[config.mk]
export PLATFORM = sky130hd
export DESIGN_NAME = sil_top
export DESIGN_NICKNAME = d
export VERILOG_FILES = /design/src/hw/sil_pkg.sv /design/src/hw/sil_top.sv /design/src/hw/sil_sys_counter.sv /design/src/hw/sil_reset_flags.sv
export VERILOG_INCLUDE_DIRS = /design/src /design/src/hw
export SDC_FILE = /design/constraint.sdc
export NUM_CORES = 1
export LEC_CHECK = 0
export ABC_CLOCK_PERIOD_IN_PS = 2600
export BUFFER_PORTS_ARGS = -buffer_cell sky130_fd_sc_hd__buf_2
export CORE_ASPECT_RATIO = 0.75
export CORE_MARGIN = 3
export CORE_UTILIZATION = 35
export CTS_BUF_LIST = sky130_fd_sc_hd__clkbuf_16
export DETAILED_ROUTE_END_ITERATION = 16
export SYNTH_ARGS = -nofsm -noshare
export SYNTH_HDL_FRONTEND = slang
export SYNTH_HIERARCHICAL = 1
export SYNTH_SLANG_ARGS = --single-unit
[constraint.sdc]
create_clock -name hclk -period 2.6 [get_ports hclk]
set_clock_uncertainty 0.15 [all_clocks]
set_input_delay 0.13 -clock hclk [delete_from_list [all_inputs] [get_ports hclk]]
set_output_delay 0.13 -clock hclk [all_outputs]
set_load 0.01 [all_outputs]
[src/hw/sil_defines.svh]
// register offsets, field positions and timing constants of the system integration block
`ifndef SIL_DEFINES_SVH
`define SIL_DEFINES_SVH
`define SIL_ADDR_BRK_STAT 16'hfe00
`define SIL_ADDR_RST_STAT 16'hfe01
`define SIL_ADDR_BRK_CTL 16'hfe03
`define SIL_ADDR_INT_ONE 16'hfe04
`define SIL_ADDR_INT_TWO 16'hfe05
`define SIL_ADDR_INT_THREE 16'hfe06
`define SIL_ADDR_CONFIG 16'hfe08
`define SIL_ADDR_MODE 16'hfe0c
`define SIL_BIT_BEW 1
`define SIL_BIT_BRK_CLR_EN 0
`define SIL_BIT_SHORT_REC 0
`define SIL_BIT_WDOG_DIS 1
`define SIL_RST_MONITOR 1
`define SIL_RST_LOW_VOLT 2
`define SIL_RST_BAD_FETCH 3
`define SIL_RST_BAD_OPCODE 4
`define SIL_RST_WDOG 5
`define SIL_RST_PIN 6
`define SIL_RST_POR 7
`define SIL_RST_FLAGS_POR 8'h80
`define SIL_REC_LONG 12'hfff
`define SIL_REC_SHORT 12'h01f
`define SIL_CNT_W 12
`endif

[src/hw/sil_pkg.sv]
// types shared by the system integration block
`default_nettype none
package sil_pkg;
  typedef enum logic [1:0] {
    SIL_RUN = 2'b00,
    SIL_WAIT = 2'b01,
    SIL_STOP = 2'b10,
    SIL_RECOVER = 2'b11
  } sil_state_t;
endpackage : sil_pkg
`default_nettype wire

[src/hw/sil_top.sv]
// system integration: interrupt status view, reset flags, break flag protection, wait and stop
// Contract
// - interrupt status flag reads 1 while its source requests, else 0
// - bits 0,1 of status one and 7,6 of status three read zero
// - all reset sources equal priority above interrupts, no arbitration
// - break input sends the cpu to the software interrupt vector
// - during break other flags clearable only with break clear enable set
// - a flag cleared in break stays cleared afterwards
// - two-step clears stay protected in break; second step works after
// - wait or stop instruction clears the cpu interrupt mask
// - wait gates cpu clocks, peripheral clocks keep running
// - enabled interrupt wakes wait; stacking one cycle after
// - reset or break exits wait; break sets break exited wait flag
// - watchdog enabled and running in wait when disable bit is 0
// - stop resets system counter and disables both clock outputs
// - stop exits on interrupt or reset; stacking after recovery delay
// - recovery 4096 crystal cycles, or 32 with short recovery set
// - counter held from stop instruction until recovery begins
// - break status, reset status, break control at fe00, fe01, fe03
// - reading reset status clears all its flags
// - power-on sets its flag and clears others; others only set own
// - separate flags for pin, watchdog, opcode, fetch, voltage, monitor
// - break exited wait flag reads 1 only when break ended wait
// - system counter is twelve bits wide
`timescale 1ns/1ps
`default_nettype none
`include "sil_defines.svh"
module sil_top #(
  parameter int NUM_IRQ = 16,
  parameter int CNT_W = `SIL_CNT_W
) (
  input wire logic hclk,
  input wire logic hresetn,
  input wire logic ce,
  input wire logic hsel,
  input wire logic [31:0] haddr,
  input wire logic [1:0] htrans,
  input wire logic hwrite,
  input wire logic [2:0] hsize,
  input wire logic [31:0] hwdata,
  input wire logic hready,
  output logic [31:0] hrdata,
  output logic hreadyout,
  output logic hresp,
  input wire logic [NUM_IRQ:1] irq_pending,
  input wire logic irq_enabled,
  input wire logic xtal_tick,
  input wire logic por_evt,
  input wire logic pin_rst_evt,
  input wire logic wdog_rst_evt,
  input wire logic bad_opcode_evt,
  input wire logic bad_fetch_evt,
  input wire logic low_voltage_evt,
  input wire logic monitor_entry_evt,
  input wire logic break_req,
  input wire logic wait_instr,
  input wire logic stop_instr,
  output logic cpu_clk_en,
  output logic periph_clk_en,
  output logic bus_rate_clock_en,
  output logic crystal_clock_en,
  output logic clear_imask,
  output logic force_swi_vector,
  output logic start_stacking,
  output logic reset_req,
  output logic flag_clear_allow,
  output logic in_break,
  output logic watchdog_run,
  output logic [CNT_W-1:0] sys_count
);
  logic dp_write_q;
  logic [15:0] dp_addr_q;
  logic addr_ok;
  sil_pkg::sil_state_t state_q;
  logic brk_clr_en_q;
  logic bew_q;
  logic in_break_q;
  logic short_rec_q;
  logic wdog_dis_q;
  logic stack_q;
  logic swi_q;
  logic [7:0] rst_flags;
  logic rd_rst;
  logic any_rst;
  logic cnt_hold;
  logic cnt_done;
  logic [CNT_W-1:0] rec_target;
  logic [7:0] int_one;
  logic [7:0] int_two;
  logic [7:0] int_three;
  logic [15:0] irq_view;
  logic wake;

  // per-source pending view, straight from the request lines
  genvar gi;
  generate
    for (gi = 1; gi <= NUM_IRQ; gi++) begin : g_irq
      assign irq_view[gi-1] = irq_pending[gi];
    end
  endgenerate
  // sources 1-6 in bits 7..2, 7-14 in the second, 15-16 in bits 1..0
  assign int_one = {irq_view[0], irq_view[1], irq_view[2], irq_view[3], irq_view[4], irq_view[5], 2'b00};
  assign int_two = {irq_view[6], irq_view[7], irq_view[8], irq_view[9],
                    irq_view[10], irq_view[11], irq_view[12], irq_view[13]};
  assign int_three = {6'h00, irq_view[14], irq_view[15]};

  // bus: one-cycle address phase, zero-wait data phase, always okay
  assign addr_ok = hsel && hready && htrans[1];
  assign hreadyout = 1'b1;
  assign hresp = 1'b0;

  // capture the address phase for the following data phase
  always_ff @(posedge hclk or negedge hresetn) begin
    if (!hresetn) begin
      dp_write_q <= 1'b0;
      dp_addr_q <= 16'h0000;
    end else if (ce) begin
      dp_write_q <= addr_ok && hwrite;
      dp_addr_q <= haddr[15:0];
    end
  end

  // read data registered at the address phase so it stands in the data phase
  always_ff @(posedge hclk or negedge hresetn) begin
    if (!hresetn) begin
      hrdata <= 32'h0000_0000;
    end else if (ce && addr_ok && !hwrite) begin
      unique case (haddr[15:0])
        `SIL_ADDR_BRK_STAT: hrdata <= {30'h0, bew_q, 1'b0};
        `SIL_ADDR_RST_STAT: hrdata <= {24'h0, rst_flags};
        `SIL_ADDR_BRK_CTL: hrdata <= {31'h0, brk_clr_en_q};
        `SIL_ADDR_INT_ONE: hrdata <= {24'h0, int_one};
        `SIL_ADDR_INT_TWO: hrdata <= {24'h0, int_two};
        `SIL_ADDR_INT_THREE: hrdata <= {24'h0, int_three};
        `SIL_ADDR_CONFIG: hrdata <= {30'h0, wdog_dis_q, short_rec_q};
        `SIL_ADDR_MODE: hrdata <= {30'h0, state_q};
        default: hrdata <= 32'h0000_0000;
      endcase
    end
  end

  // reading the reset status clears it on the same address phase
  assign rd_rst = addr_ok && !hwrite && (haddr[15:0] == `SIL_ADDR_RST_STAT);

  // writable control bits; interrupt status addresses ignore writes
  always_ff @(posedge hclk or negedge hresetn) begin
    if (!hresetn) begin
      brk_clr_en_q <= 1'b0;
      short_rec_q <= 1'b0;
      wdog_dis_q <= 1'b0;
    end else if (ce && dp_write_q) begin
      if (dp_addr_q == `SIL_ADDR_BRK_CTL) begin
        brk_clr_en_q <= hwdata[`SIL_BIT_BRK_CLR_EN];
      end
      if (dp_addr_q == `SIL_ADDR_CONFIG) begin
        short_rec_q <= hwdata[`SIL_BIT_SHORT_REC];
        wdog_dis_q <= hwdata[`SIL_BIT_WDOG_DIS];
      end
    end
  end // no write path into the interrupt status view

  assign any_rst = por_evt | pin_rst_evt | wdog_rst_evt | bad_opcode_evt | bad_fetch_evt |
                   low_voltage_evt | monitor_entry_evt;
  // any source resets at once, above interrupts, with no ordering
  assign reset_req = any_rst;

  sil_reset_flags u_rst_flags (
    .hclk(hclk),
    .hresetn(hresetn),
    .ce(ce),
    .por_evt(por_evt),
    .src_evt({pin_rst_evt, wdog_rst_evt, bad_opcode_evt, bad_fetch_evt, low_voltage_evt, monitor_entry_evt}),
    .rd_clear(rd_rst),
    .flags(rst_flags)
  );

  // break state: entered on break input, left when the request drops
  always_ff @(posedge hclk or negedge hresetn) begin
    if (!hresetn) begin
      in_break_q <= 1'b0;
      swi_q <= 1'b0;
    end else if (ce) begin
      in_break_q <= break_req && !any_rst;
      swi_q <= break_req && !in_break_q && !any_rst;
    end
  end
  assign in_break = in_break_q;
  assign force_swi_vector = swi_q;
  // other modules gate their clearing on this; they keep a pending first step
  // and finish a two-step clear only once this is high again
  assign flag_clear_allow = !in_break_q || brk_clr_en_q;

  // break exited wait flag: set wins over a write of zero
  always_ff @(posedge hclk or negedge hresetn) begin
    if (!hresetn) begin
      bew_q <= 1'b0;
    end else if (ce) begin
      if (state_q == sil_pkg::SIL_WAIT && break_req) begin
        bew_q <= 1'b1;
      end else if (dp_write_q && dp_addr_q == `SIL_ADDR_BRK_STAT && !hwdata[`SIL_BIT_BEW]) begin
        bew_q <= 1'b0;
      end
    end
  end

  assign wake = irq_enabled && (|irq_pending);
  assign rec_target = short_rec_q ? CNT_W'(`SIL_REC_SHORT) : CNT_W'(`SIL_REC_LONG);
  assign cnt_hold = (state_q == sil_pkg::SIL_STOP) || stop_instr;

  // system counter; the long count uses all twelve bits
  sil_sys_counter #(
    .W(CNT_W)
  ) u_counter (
    .hclk(hclk),
    .hresetn(hresetn),
    .ce(ce),
    .xtal_tick(xtal_tick),
    .hold(cnt_hold),
    .target(rec_target),
    .count(sys_count),
    .done(cnt_done)
  );

  // low-power state machine; reset from any state returns to run
  always_ff @(posedge hclk or negedge hresetn) begin
    if (!hresetn) begin
      state_q <= sil_pkg::SIL_RUN;
      stack_q <= 1'b0;
    end else if (ce) begin
      stack_q <= 1'b0;
      if (any_rst) begin
        state_q <= sil_pkg::SIL_RUN;
      end else begin
        unique case (state_q)
          sil_pkg::SIL_RUN: begin
            if (stop_instr) begin
              state_q <= sil_pkg::SIL_STOP;
            end else if (wait_instr) begin
              state_q <= sil_pkg::SIL_WAIT;
            end
          end
          sil_pkg::SIL_WAIT: begin
            if (break_req) begin
              state_q <= sil_pkg::SIL_RUN;
            end else if (wake) begin
              state_q <= sil_pkg::SIL_RUN;
              stack_q <= 1'b1;
            end
          end
          sil_pkg::SIL_STOP: begin
            if (wake || break_req) begin
              state_q <= sil_pkg::SIL_RECOVER;
            end
          end
          sil_pkg::SIL_RECOVER: begin
            if (cnt_done) begin
              state_q <= sil_pkg::SIL_RUN;
              stack_q <= wake;
            end
          end
        endcase
      end
    end
  end

  assign start_stacking = stack_q;
  // both instructions open the interrupt mask so a wakeup can be taken
  assign clear_imask = (wait_instr || stop_instr) && state_q == sil_pkg::SIL_RUN;
  assign cpu_clk_en = (state_q == sil_pkg::SIL_RUN);
  assign periph_clk_en = (state_q == sil_pkg::SIL_RUN) || (state_q == sil_pkg::SIL_WAIT);
  // oscillator restarts during recovery so the counter can time it
  assign crystal_clock_en = (state_q != sil_pkg::SIL_STOP);
  assign bus_rate_clock_en = (state_q == sil_pkg::SIL_RUN) || (state_q == sil_pkg::SIL_WAIT);
  assign watchdog_run = !wdog_dis_q && periph_clk_en;
endmodule : sil_top
`default_nettype wire

[src/hw/sil_sys_counter.sv]
// twelve-bit system counter, clears while held and flags when the target is reached
`timescale 1ns/1ps
`default_nettype none
`include "sil_defines.svh"
module sil_sys_counter #(
  parameter int W = `SIL_CNT_W
) (
  input wire logic hclk,
  input wire logic hresetn,
  input wire logic ce,
  input wire logic xtal_tick,
  input wire logic hold,
  input wire logic [W-1:0] target,
  output logic [W-1:0] count,
  output logic done
);
  logic [W-1:0] cnt_q;
  // counts crystal ticks; hold forces it back to zero
  always_ff @(posedge hclk or negedge hresetn) begin
    if (!hresetn) begin
      cnt_q <= '0;
    end else if (ce) begin
      if (hold) begin
        cnt_q <= '0;
      end else if (xtal_tick) begin
        cnt_q <= cnt_q + 1'b1;
      end
    end
  end
  assign count = cnt_q;
  // done when the count has reached the target and a tick arrives
  assign done = !hold && xtal_tick && (cnt_q == target);
endmodule : sil_sys_counter
`default_nettype wire

[src/hw/sil_reset_flags.sv]
// reset source flags: power-on clears the others, other sources accumulate, read clears
`timescale 1ns/1ps
`default_nettype none
`include "sil_defines.svh"
module sil_reset_flags (
  input wire logic hclk,
  input wire logic hresetn,
  input wire logic ce,
  input wire logic por_evt,
  input wire logic [5:0] src_evt,
  input wire logic rd_clear,
  output logic [7:0] flags
);
  logic [7:0] flags_q;
  logic [7:0] set_v;
  // bits 1..6 are the non power-on sources, bit 0 unused
  assign set_v = {1'b0, src_evt, 1'b0};
  // hardware sets win over the read clear; no priority among sources
  always_ff @(posedge hclk or negedge hresetn) begin
    if (!hresetn) begin
      flags_q <= `SIL_RST_FLAGS_POR;
    end else if (ce) begin
      if (por_evt) begin
        flags_q <= `SIL_RST_FLAGS_POR | set_v;
      end else if (rd_clear) begin
        flags_q <= set_v;
      end else begin
        flags_q <= flags_q | set_v;
      end
    end
  end
  assign flags = flags_q;
endmodule : sil_reset_flags
`default_nettype wire

==> reports/results.txt, run 1 <==
Run status: completed
WL/cell: 15.3 um
Ys async rst share: 100%
Depth of the CTS H-tree: 2
Placement row count: 29
RSZ-0062 raised after global routing: no
Routability cong.: 0.842
Yosys cell types: 60
Reg clk slew, reported paths: 0.07 ns
Slew Viols, Final: 0
Antenna diodes: 0
CTS Root Cell: clkbuf_16
Crit Path Max Fanout: 6
Number of global-route vias before repair: 2708
Syn Inst Count: 321
Critical Path End Type: register
Routed WL: 8.32 mm
Normalized max-slew margin: 51.4%
CP startpoint kind: input pin
Min Tclk post-route: 2.47 ns
CTS tree: yes
Synth warn: 6
Pleak: 0.00182 uW
Initial Utilization: 36.7%
Clock tree sinks: 53
Worst path cell trace: dlygate4sd3_1, buf_2, nor4b_2, nand3_1, or4_1, nor3_2, o21ai_4, a22o_2
All-Layer GR Usage: 16.5%
Flip-flop and latch count after synthesis: 53
Final WS setup: 0.135 ns
Vias/cell: 5.08
I/O pin cnt: 160
Largest net degree at the start of global routing: 54
Number of I/O port buffers: 83
Core box area: 8670 um2
HP Class: in2reg
Setup tns final: 0 ns
Critical-path top delay cell: or4_1
CTS buffer count: 5
Data arrival, critical path: 2.49 ns
Grt ovf: 0
Primary FF master, synth: dfrtp_1
Final Power: 1880 uW
CP required: 2.63 ns
EDFF count, synth: 0
Critical Path Max Stage Delay: 0.54 ns
Finished Layout Cells: 543
Place WS: 0.268 ns
Later-pin clock latency in the skew report: 0.29 ns
Least-Margin Pin Slew: 0.723 ns
Global-route wire length before repair: 13.4 mm
Seq/Total Area, Yosys: 41.7%
Maximum VDD drop: 0.000273 V
Area grow syn2layout: 27.8%
Die W: 116 um
Via count: 2760
Nets@finish: 538
Hold Fails Final Rpt: 0
Final Cycle Share: 94.8%
Pwr per Cell Area: 461 nW/um2
# setup viols final: 0
WS Path Type: in2reg
Die ar.: 10300 um2
Max cap viols: 0
Die height: 88.6 um
Commonest non-fill, non-tap cells in the layout: buf_2 (83), dfrtp_1 (52), conb_1 (32)
Cell count after placement: 504
DRC: 0
Share of cells above drive strength 1: 30.6%
DR iter-0 viols: 70
DR pass1 iterations: 4
Cell area after synthesis: 3190 um2
Commonest non-fill, non-tap cell in the layout: buf_2
Mean post-synth cell area: 9.93 um2
Post-DRT Antenna Nets: 0
HPWL Detailed: 6.15 mm
Initial antenna violation count: 0
Fmax: 406 MHz
Clock Path Buffers: 2
## report_power, final
part | internal [uW] | total, uW | leakage [uW] | switching, uW
Sequential | 872 | 922 | 0.000682 | 49.2
Combinational | 151 | 302 | 0.00107 | 151
Clock | 354 | 652 | 0.0000696 | 298
## Yosys cell counts (all sizes together), types with 4 or more instances
cell type / count / area, um2
mux2i: 6 / 60.1
nor3: 9 / 45.0
or4: 5 / 37.5
dfrtp: 52 / 1300
nand2: 18 / 67.6
nand2b: 9 / 56.3
o21ai: 17 / 96.3
a22o: 7 / 68.8
nand4: 6 / 43.8
inv: 14 / 52.6
clkbuf: 8 / 30.0
o21a: 4 / 30.0
nand3: 8 / 40.0
mux2: 20 / 225
nand3b: 4 / 42.5
o31ai: 6 / 45.0
xnor2: 12 / 105
a22oi: 12 / 90.1
buf: 37 / 262
a21oi: 10 / 50.1
nor2: 6 / 22.5
nor4: 10 / 62.6
## flip-flops by register name, summed over array words and instances (netlist names)
signal / cells
start_stacking: 1
bew_q: 1
wdog_dis_q: 1
force_swi_vector: 1
short_rec_q: 1
hrdata: 8
u_counter/count: 12
u_rst_flags/flags: 7
brk_clr_en_q: 1
dp_addr_q: 16
dp_write_q: 1
in_break: 1
state_q: 2
## logic make-up (layout without fill, tap and decap cells)
| family | after synthesis | count (layout) | synth area share (%) |
|---|---|---|---|
| and+or+nand+nor | 92 | 92 | 17.4 |
| muxes | 26 | 26 | 8.95 |
| adders and majority gates | 1 | 1 | 0.393 |
| buffers and inverters | 59 | 144 | 10.8 |
| DFF | 53 | 53 | 41.7 |
| xor gates and xnor gates | 13 | 13 | 3.57 |
| other | 3 | 32 | 0.353 |
| AOI/OAI and AO/OA | 74 | 74 | 16.9 |
## repair_timing
action                     CTS  global route
buffers inserted             0             0
hold buffers                30             1
gates resized for setup      0             1
hold endpoints to repair    82             1
setup endpoints to repair    0             7
## metal layers
metal	vias up	part of all wire, %	GRT usage [%]
met1	1333	48	23.0
met2	72	48	27.5
li1	1349	-	-
met4	0	0.79	2.63
met5	-	0	0
met3	6	3.9	2.87
## stage by stage
| step | hold slack [ns] | cell area (um2) | utilization (%) |
|---|---|---|---|
| 5_1_grt | 0.0390 | 4070 | 47.0 |
| 2_1_floorplan | -0.316 | 3300 | - |
| 3_5_place_dp | 0.164 | 3610 | 41.7 |
| 4_1_cts | 0.000313 | 4060 | 46.8 |
| 6_report | 0.00946 | 4070 | 47.0 |
| 3_3_place_gp | 0.157 | 3610 | 41.7 |
## critical path: cells and delay by family
| family | cells | cell delay [ns] |
|---|---|---|
| compound gates | 2 | 0.35 |
| buf+inv | 2 | 0.66 |
| simple gates | 4 | 1.36 |
## worst paths after layout
kind | startpoint | cells past startpoint | to | slack [ns]
min in group asynchronous | hresetn | 3 | start_stacking | 0.36
hold reg to reg | dp_write_q | 1 | dp_write_q | 0.34
setup reg to reg | short_rec_q | 9 | state_q[1] | 0.25
max in group asynchronous | hresetn | 3 | hrdata[4] | 1.48
setup / recovery | haddr[5] | 8 | u_rst_flags/flags[5] | 0.13
hold / removal | irq_pending[3] | 3 | hrdata[5] | 0.009
## area by class of cell
type,instances,area (um2)
clock buffer,5,125
clock inverter,3,17.5
fill,842,4600
inverter,14,52.6
multi-input combinational,238,1630
sequential,53,1330
tap,108,135
timing repair buffer,122,786
No activity file was read; power rests on OpenSTA's default activity.
==> inputs of run 2 (changes only) <==
--- a/config.mk
+++ b/config.mk
@@ -8,11 +8,14 @@
 export LEC_CHECK = 0
 export ABC_CLOCK_PERIOD_IN_PS = 2600
 export BUFFER_PORTS_ARGS = -buffer_cell sky130_fd_sc_hd__buf_2
+export CELL_PAD_IN_SITES_DETAIL_PLACEMENT = 1
+export CELL_PAD_IN_SITES_GLOBAL_PLACEMENT = 2
 export CORE_ASPECT_RATIO = 0.75
 export CORE_MARGIN = 3
-export CORE_UTILIZATION = 35
+export CORE_UTILIZATION = 26
 export CTS_BUF_LIST = sky130_fd_sc_hd__clkbuf_16
 export DETAILED_ROUTE_END_ITERATION = 16
+export PLACE_DENSITY_LB_ADDON = 0.1
 export SYNTH_ARGS = -nofsm -noshare
 export SYNTH_HDL_FRONTEND = slang
 export SYNTH_HIERARCHICAL = 1
==> run 2 against run 1 <==
Compared with the run above: wire length up 19%; register-to-register slack gained 0.03 ns; non-clock buffer count up 10; worst hold slack better by 0.0035 ns; flip-flop and latch count did not move; total power increased by 6.9%; largest cell class unchanged; first-iteration DRC count rose by 67%; utilization down 11 points; setup slack worse by 0.081 ns; sequential power decreased by 0.7%; clock-buffer cell count is the same.
==> reports/results.txt, run 2 (synthesis gave the netlist of run 1 again) <==
Final Cycle Share: 97.9% (was 94.8%)
Core box area: 11800 um2 (was 8670 um2)
Via count: 2796 (was 2760)
Worst R2R Setup Slack: 0.28 ns (was 0.25 ns)
Routability cong.: 0.770 (was 0.842)
Max FFs per register: 16 (unchanged)
Pwr per Cell Area: 470 nW/um2 (was 461 nW/um2)
Later-pin clock latency in the skew report: 0.29 ns (about the same)
Critical-path top delay cell: dlygate4sd3_1 (was or4_1)
Initial antenna violation count: 0 (unchanged)
Grt ovf: 0 (unchanged)
Register area: 1330 um2 (unchanged)
Commonest non-fill, non-tap cells in the layout: buf_2 (83), dfrtp_1 (52), dlygate4sd3_1 (34) (was buf_2 (83), dfrtp_1 (52), conb_1 (32))
HP Class: in2reg (unchanged)
Die W: 134 um (was 116 um)
Reg-to-reg endpoint: state_q[1] (unchanged)
Critical Path End Type: register (unchanged)
Finished Cell Area: 4260 um2 (was 4070 um2)
Slew Viols, Final: 0 (unchanged)
Cell count after placement: 565 (was 504)
RSZ-0062 raised after global routing: yes (was no)
Worst reg2reg path startpoint: short_rec_q (unchanged)
DRC: 0 (unchanged)
Global-route wire length before repair: 16.0 mm (was 13.4 mm)
DR pass1 iterations: 4 (unchanged)
Placement row count: 34 (was 29)
Worst hold path depth: 3 (unchanged)
Reg clk slew, reported paths: 0.07 ns (about the same)
CTS tree: yes (unchanged)
# setup viols final: 0 (unchanged)
Die height: 102 um (was 88.6 um)
Hold path startpoint: irq_pending[3] (unchanged)
Fmax: 393 MHz (was 406 MHz)
HPWL Detailed: 7.52 mm (was 6.15 mm)
Area grow syn2layout: 33.8% (was 27.8%)
Finished Layout Cells: 607 (was 543)
Maximum VDD drop: 0.000249 V (was 0.000273 V)
Pleak: 0.00190 uW (was 0.00182 uW)
DR iter-0 viols: 117 (was 70)
CP startpoint kind: input pin (unchanged)
Filler cells: 1357 (was 842)
Share of cells above drive strength 1: 31.5% (was 30.6%)
Depth of the CTS H-tree: 2 (unchanged)
I/O pin cnt: 160 (unchanged)
Worst hold slack: 0.0129 ns (was 0.00946 ns)
Clock Path Buffers: 2 (unchanged)
Critical Path Max Stage Delay: 0.56 ns (was 0.54 ns)
Dpl cell area: 3730 um2 (was 3610 um2)
Worst path cell trace: dlygate4sd3_1, buf_2, or3_1, buf_4, nor3_1, buf_4, a22oi_1, o21ai_1, dlygate4sd3_1 (was dlygate4sd3_1, buf_2, nor4b_2, nand3_1, or4_1, nor3_2, o21ai_4, a22o_2)
Area of the multi-input gates: 1650 um2 (was 1630 um2)
CP required: 2.69 ns (was 2.63 ns)
Number of global-route vias before repair: 2875 (was 2708)
Worst Hold End: hrdata[5] (unchanged)
Number of I/O port buffers: 83 (unchanged)
Largest Register: dp_addr_q (unchanged)
CTS buffer count: 5 (unchanged)
Nets@finish: 548 (was 538)
Run status: completed (unchanged)
Largest net degree at the start of global routing: 28 (was 54)
Post-DRT Antenna Nets: 0 (unchanged)
All-Layer GR Usage: 15.0% (was 16.5%)
Clock tree sinks: 53 (unchanged)
Min Tclk post-route: 2.55 ns (was 2.47 ns)
Data arrival, critical path: 2.63 ns (was 2.49 ns)
WL/cell: 16.3 um (was 15.3 um)
Routed WL: 9.91 mm (was 8.32 mm)
Initial Utilization: 27.0% (was 36.7%)
Crit Path Max Fanout: 9 (was 6)
Max cap viols: 0 (unchanged)
Die ar.: 13600 um2 (was 10300 um2)
CTS Root Cell: clkbuf_16 (unchanged)
Antenna diodes: 0 (unchanged)
Vias/cell: 4.61 (was 5.08)
Commonest non-fill, non-tap cell in the layout: buf_2 (unchanged)
Reg2reg path depth: 9 (unchanged)
Hold Fails Final Rpt: 0 (unchanged)
WS Path Type: in2reg (unchanged)
run 2: worst max path at each step:
stage,slack [ns],to,start,depth (start not counted)
floorplan,0.48,state_q[1],state_q[0],11
global placement,0.26,state_q[1],short_rec_q,9
detailed placement,0.28,state_q[1],short_rec_q,9
CTS,0.08,hrdata[6],haddr[5],7
global route,-0.02,hrdata[3],hwrite,9
finish,0.05,hrdata[6],hwrite,9
run 2: area by class of cell:
| class | instances | area share (%) |
|---|---|---|
| multi-input cells | 238 | 38.7 |
| flip-flops and latches | 53 | 31.1 |
| repair buffers | 132 | 20.4 |
| well taps | 162 | 4.75 |
| clock buffers | 5 | 2.94 |
| inverters | 14 | 1.23 |
| clock inverters | 3 | 0.881 |
run 2: worst max-delay path, delay by kind of cell:
family                 cells  cell delay, ns
buffers and inverters      5            1.66
and+or+nand+nor            2            0.69
AOI/OAI and AO/OA          2            0.16
run 2: metrics by stage:
step	setup WS (ns)	power (uW)	util (%)	TNS [ns]
final	0.0542	2000	36.2	0
after floorplan	0.479	1120	-	0
after CTS	0.0824	2040	36.0	0
after global routing	-0.0176	2110	36.2	-0.0176
after global placement	0.261	1220	31.7	0
after detailed placement	0.282	1230	31.7	0
run 2: repair_timing:
action | CTS | global route
hold buffers | 34 | 0
gates resized for setup | 0 | 4
endpoints found under the setup margin | 0 | 10
endpoints found under the hold margin | 45 | 0
setup buffers | 0 | 0
run 2: where the power goes:
| part | total, uW | leakage (uW) | switching (uW) | internal, uW |
|---|---|---|---|---|
| logic | 328 | 0.00113 | 170 | 158 |
| clock network | 761 | 0.0000826 | 313 | 449 |
| registers | 916 | 0.000682 | 43.4 | 872 |
| total | 2000 | 0.00190 | 526 | 1480 |
run 2: metal layers:
metal / GRT usage, % / up-vias / routed length [um]
li1: - / 1365 / -
met1: 22.2 / 1363 / 5210
met2: 22.7 / 63 / 4240
met3: 3.05 / 5 / 396
met4: 3.08 / 0 / 64
met5: 0 / - / 0
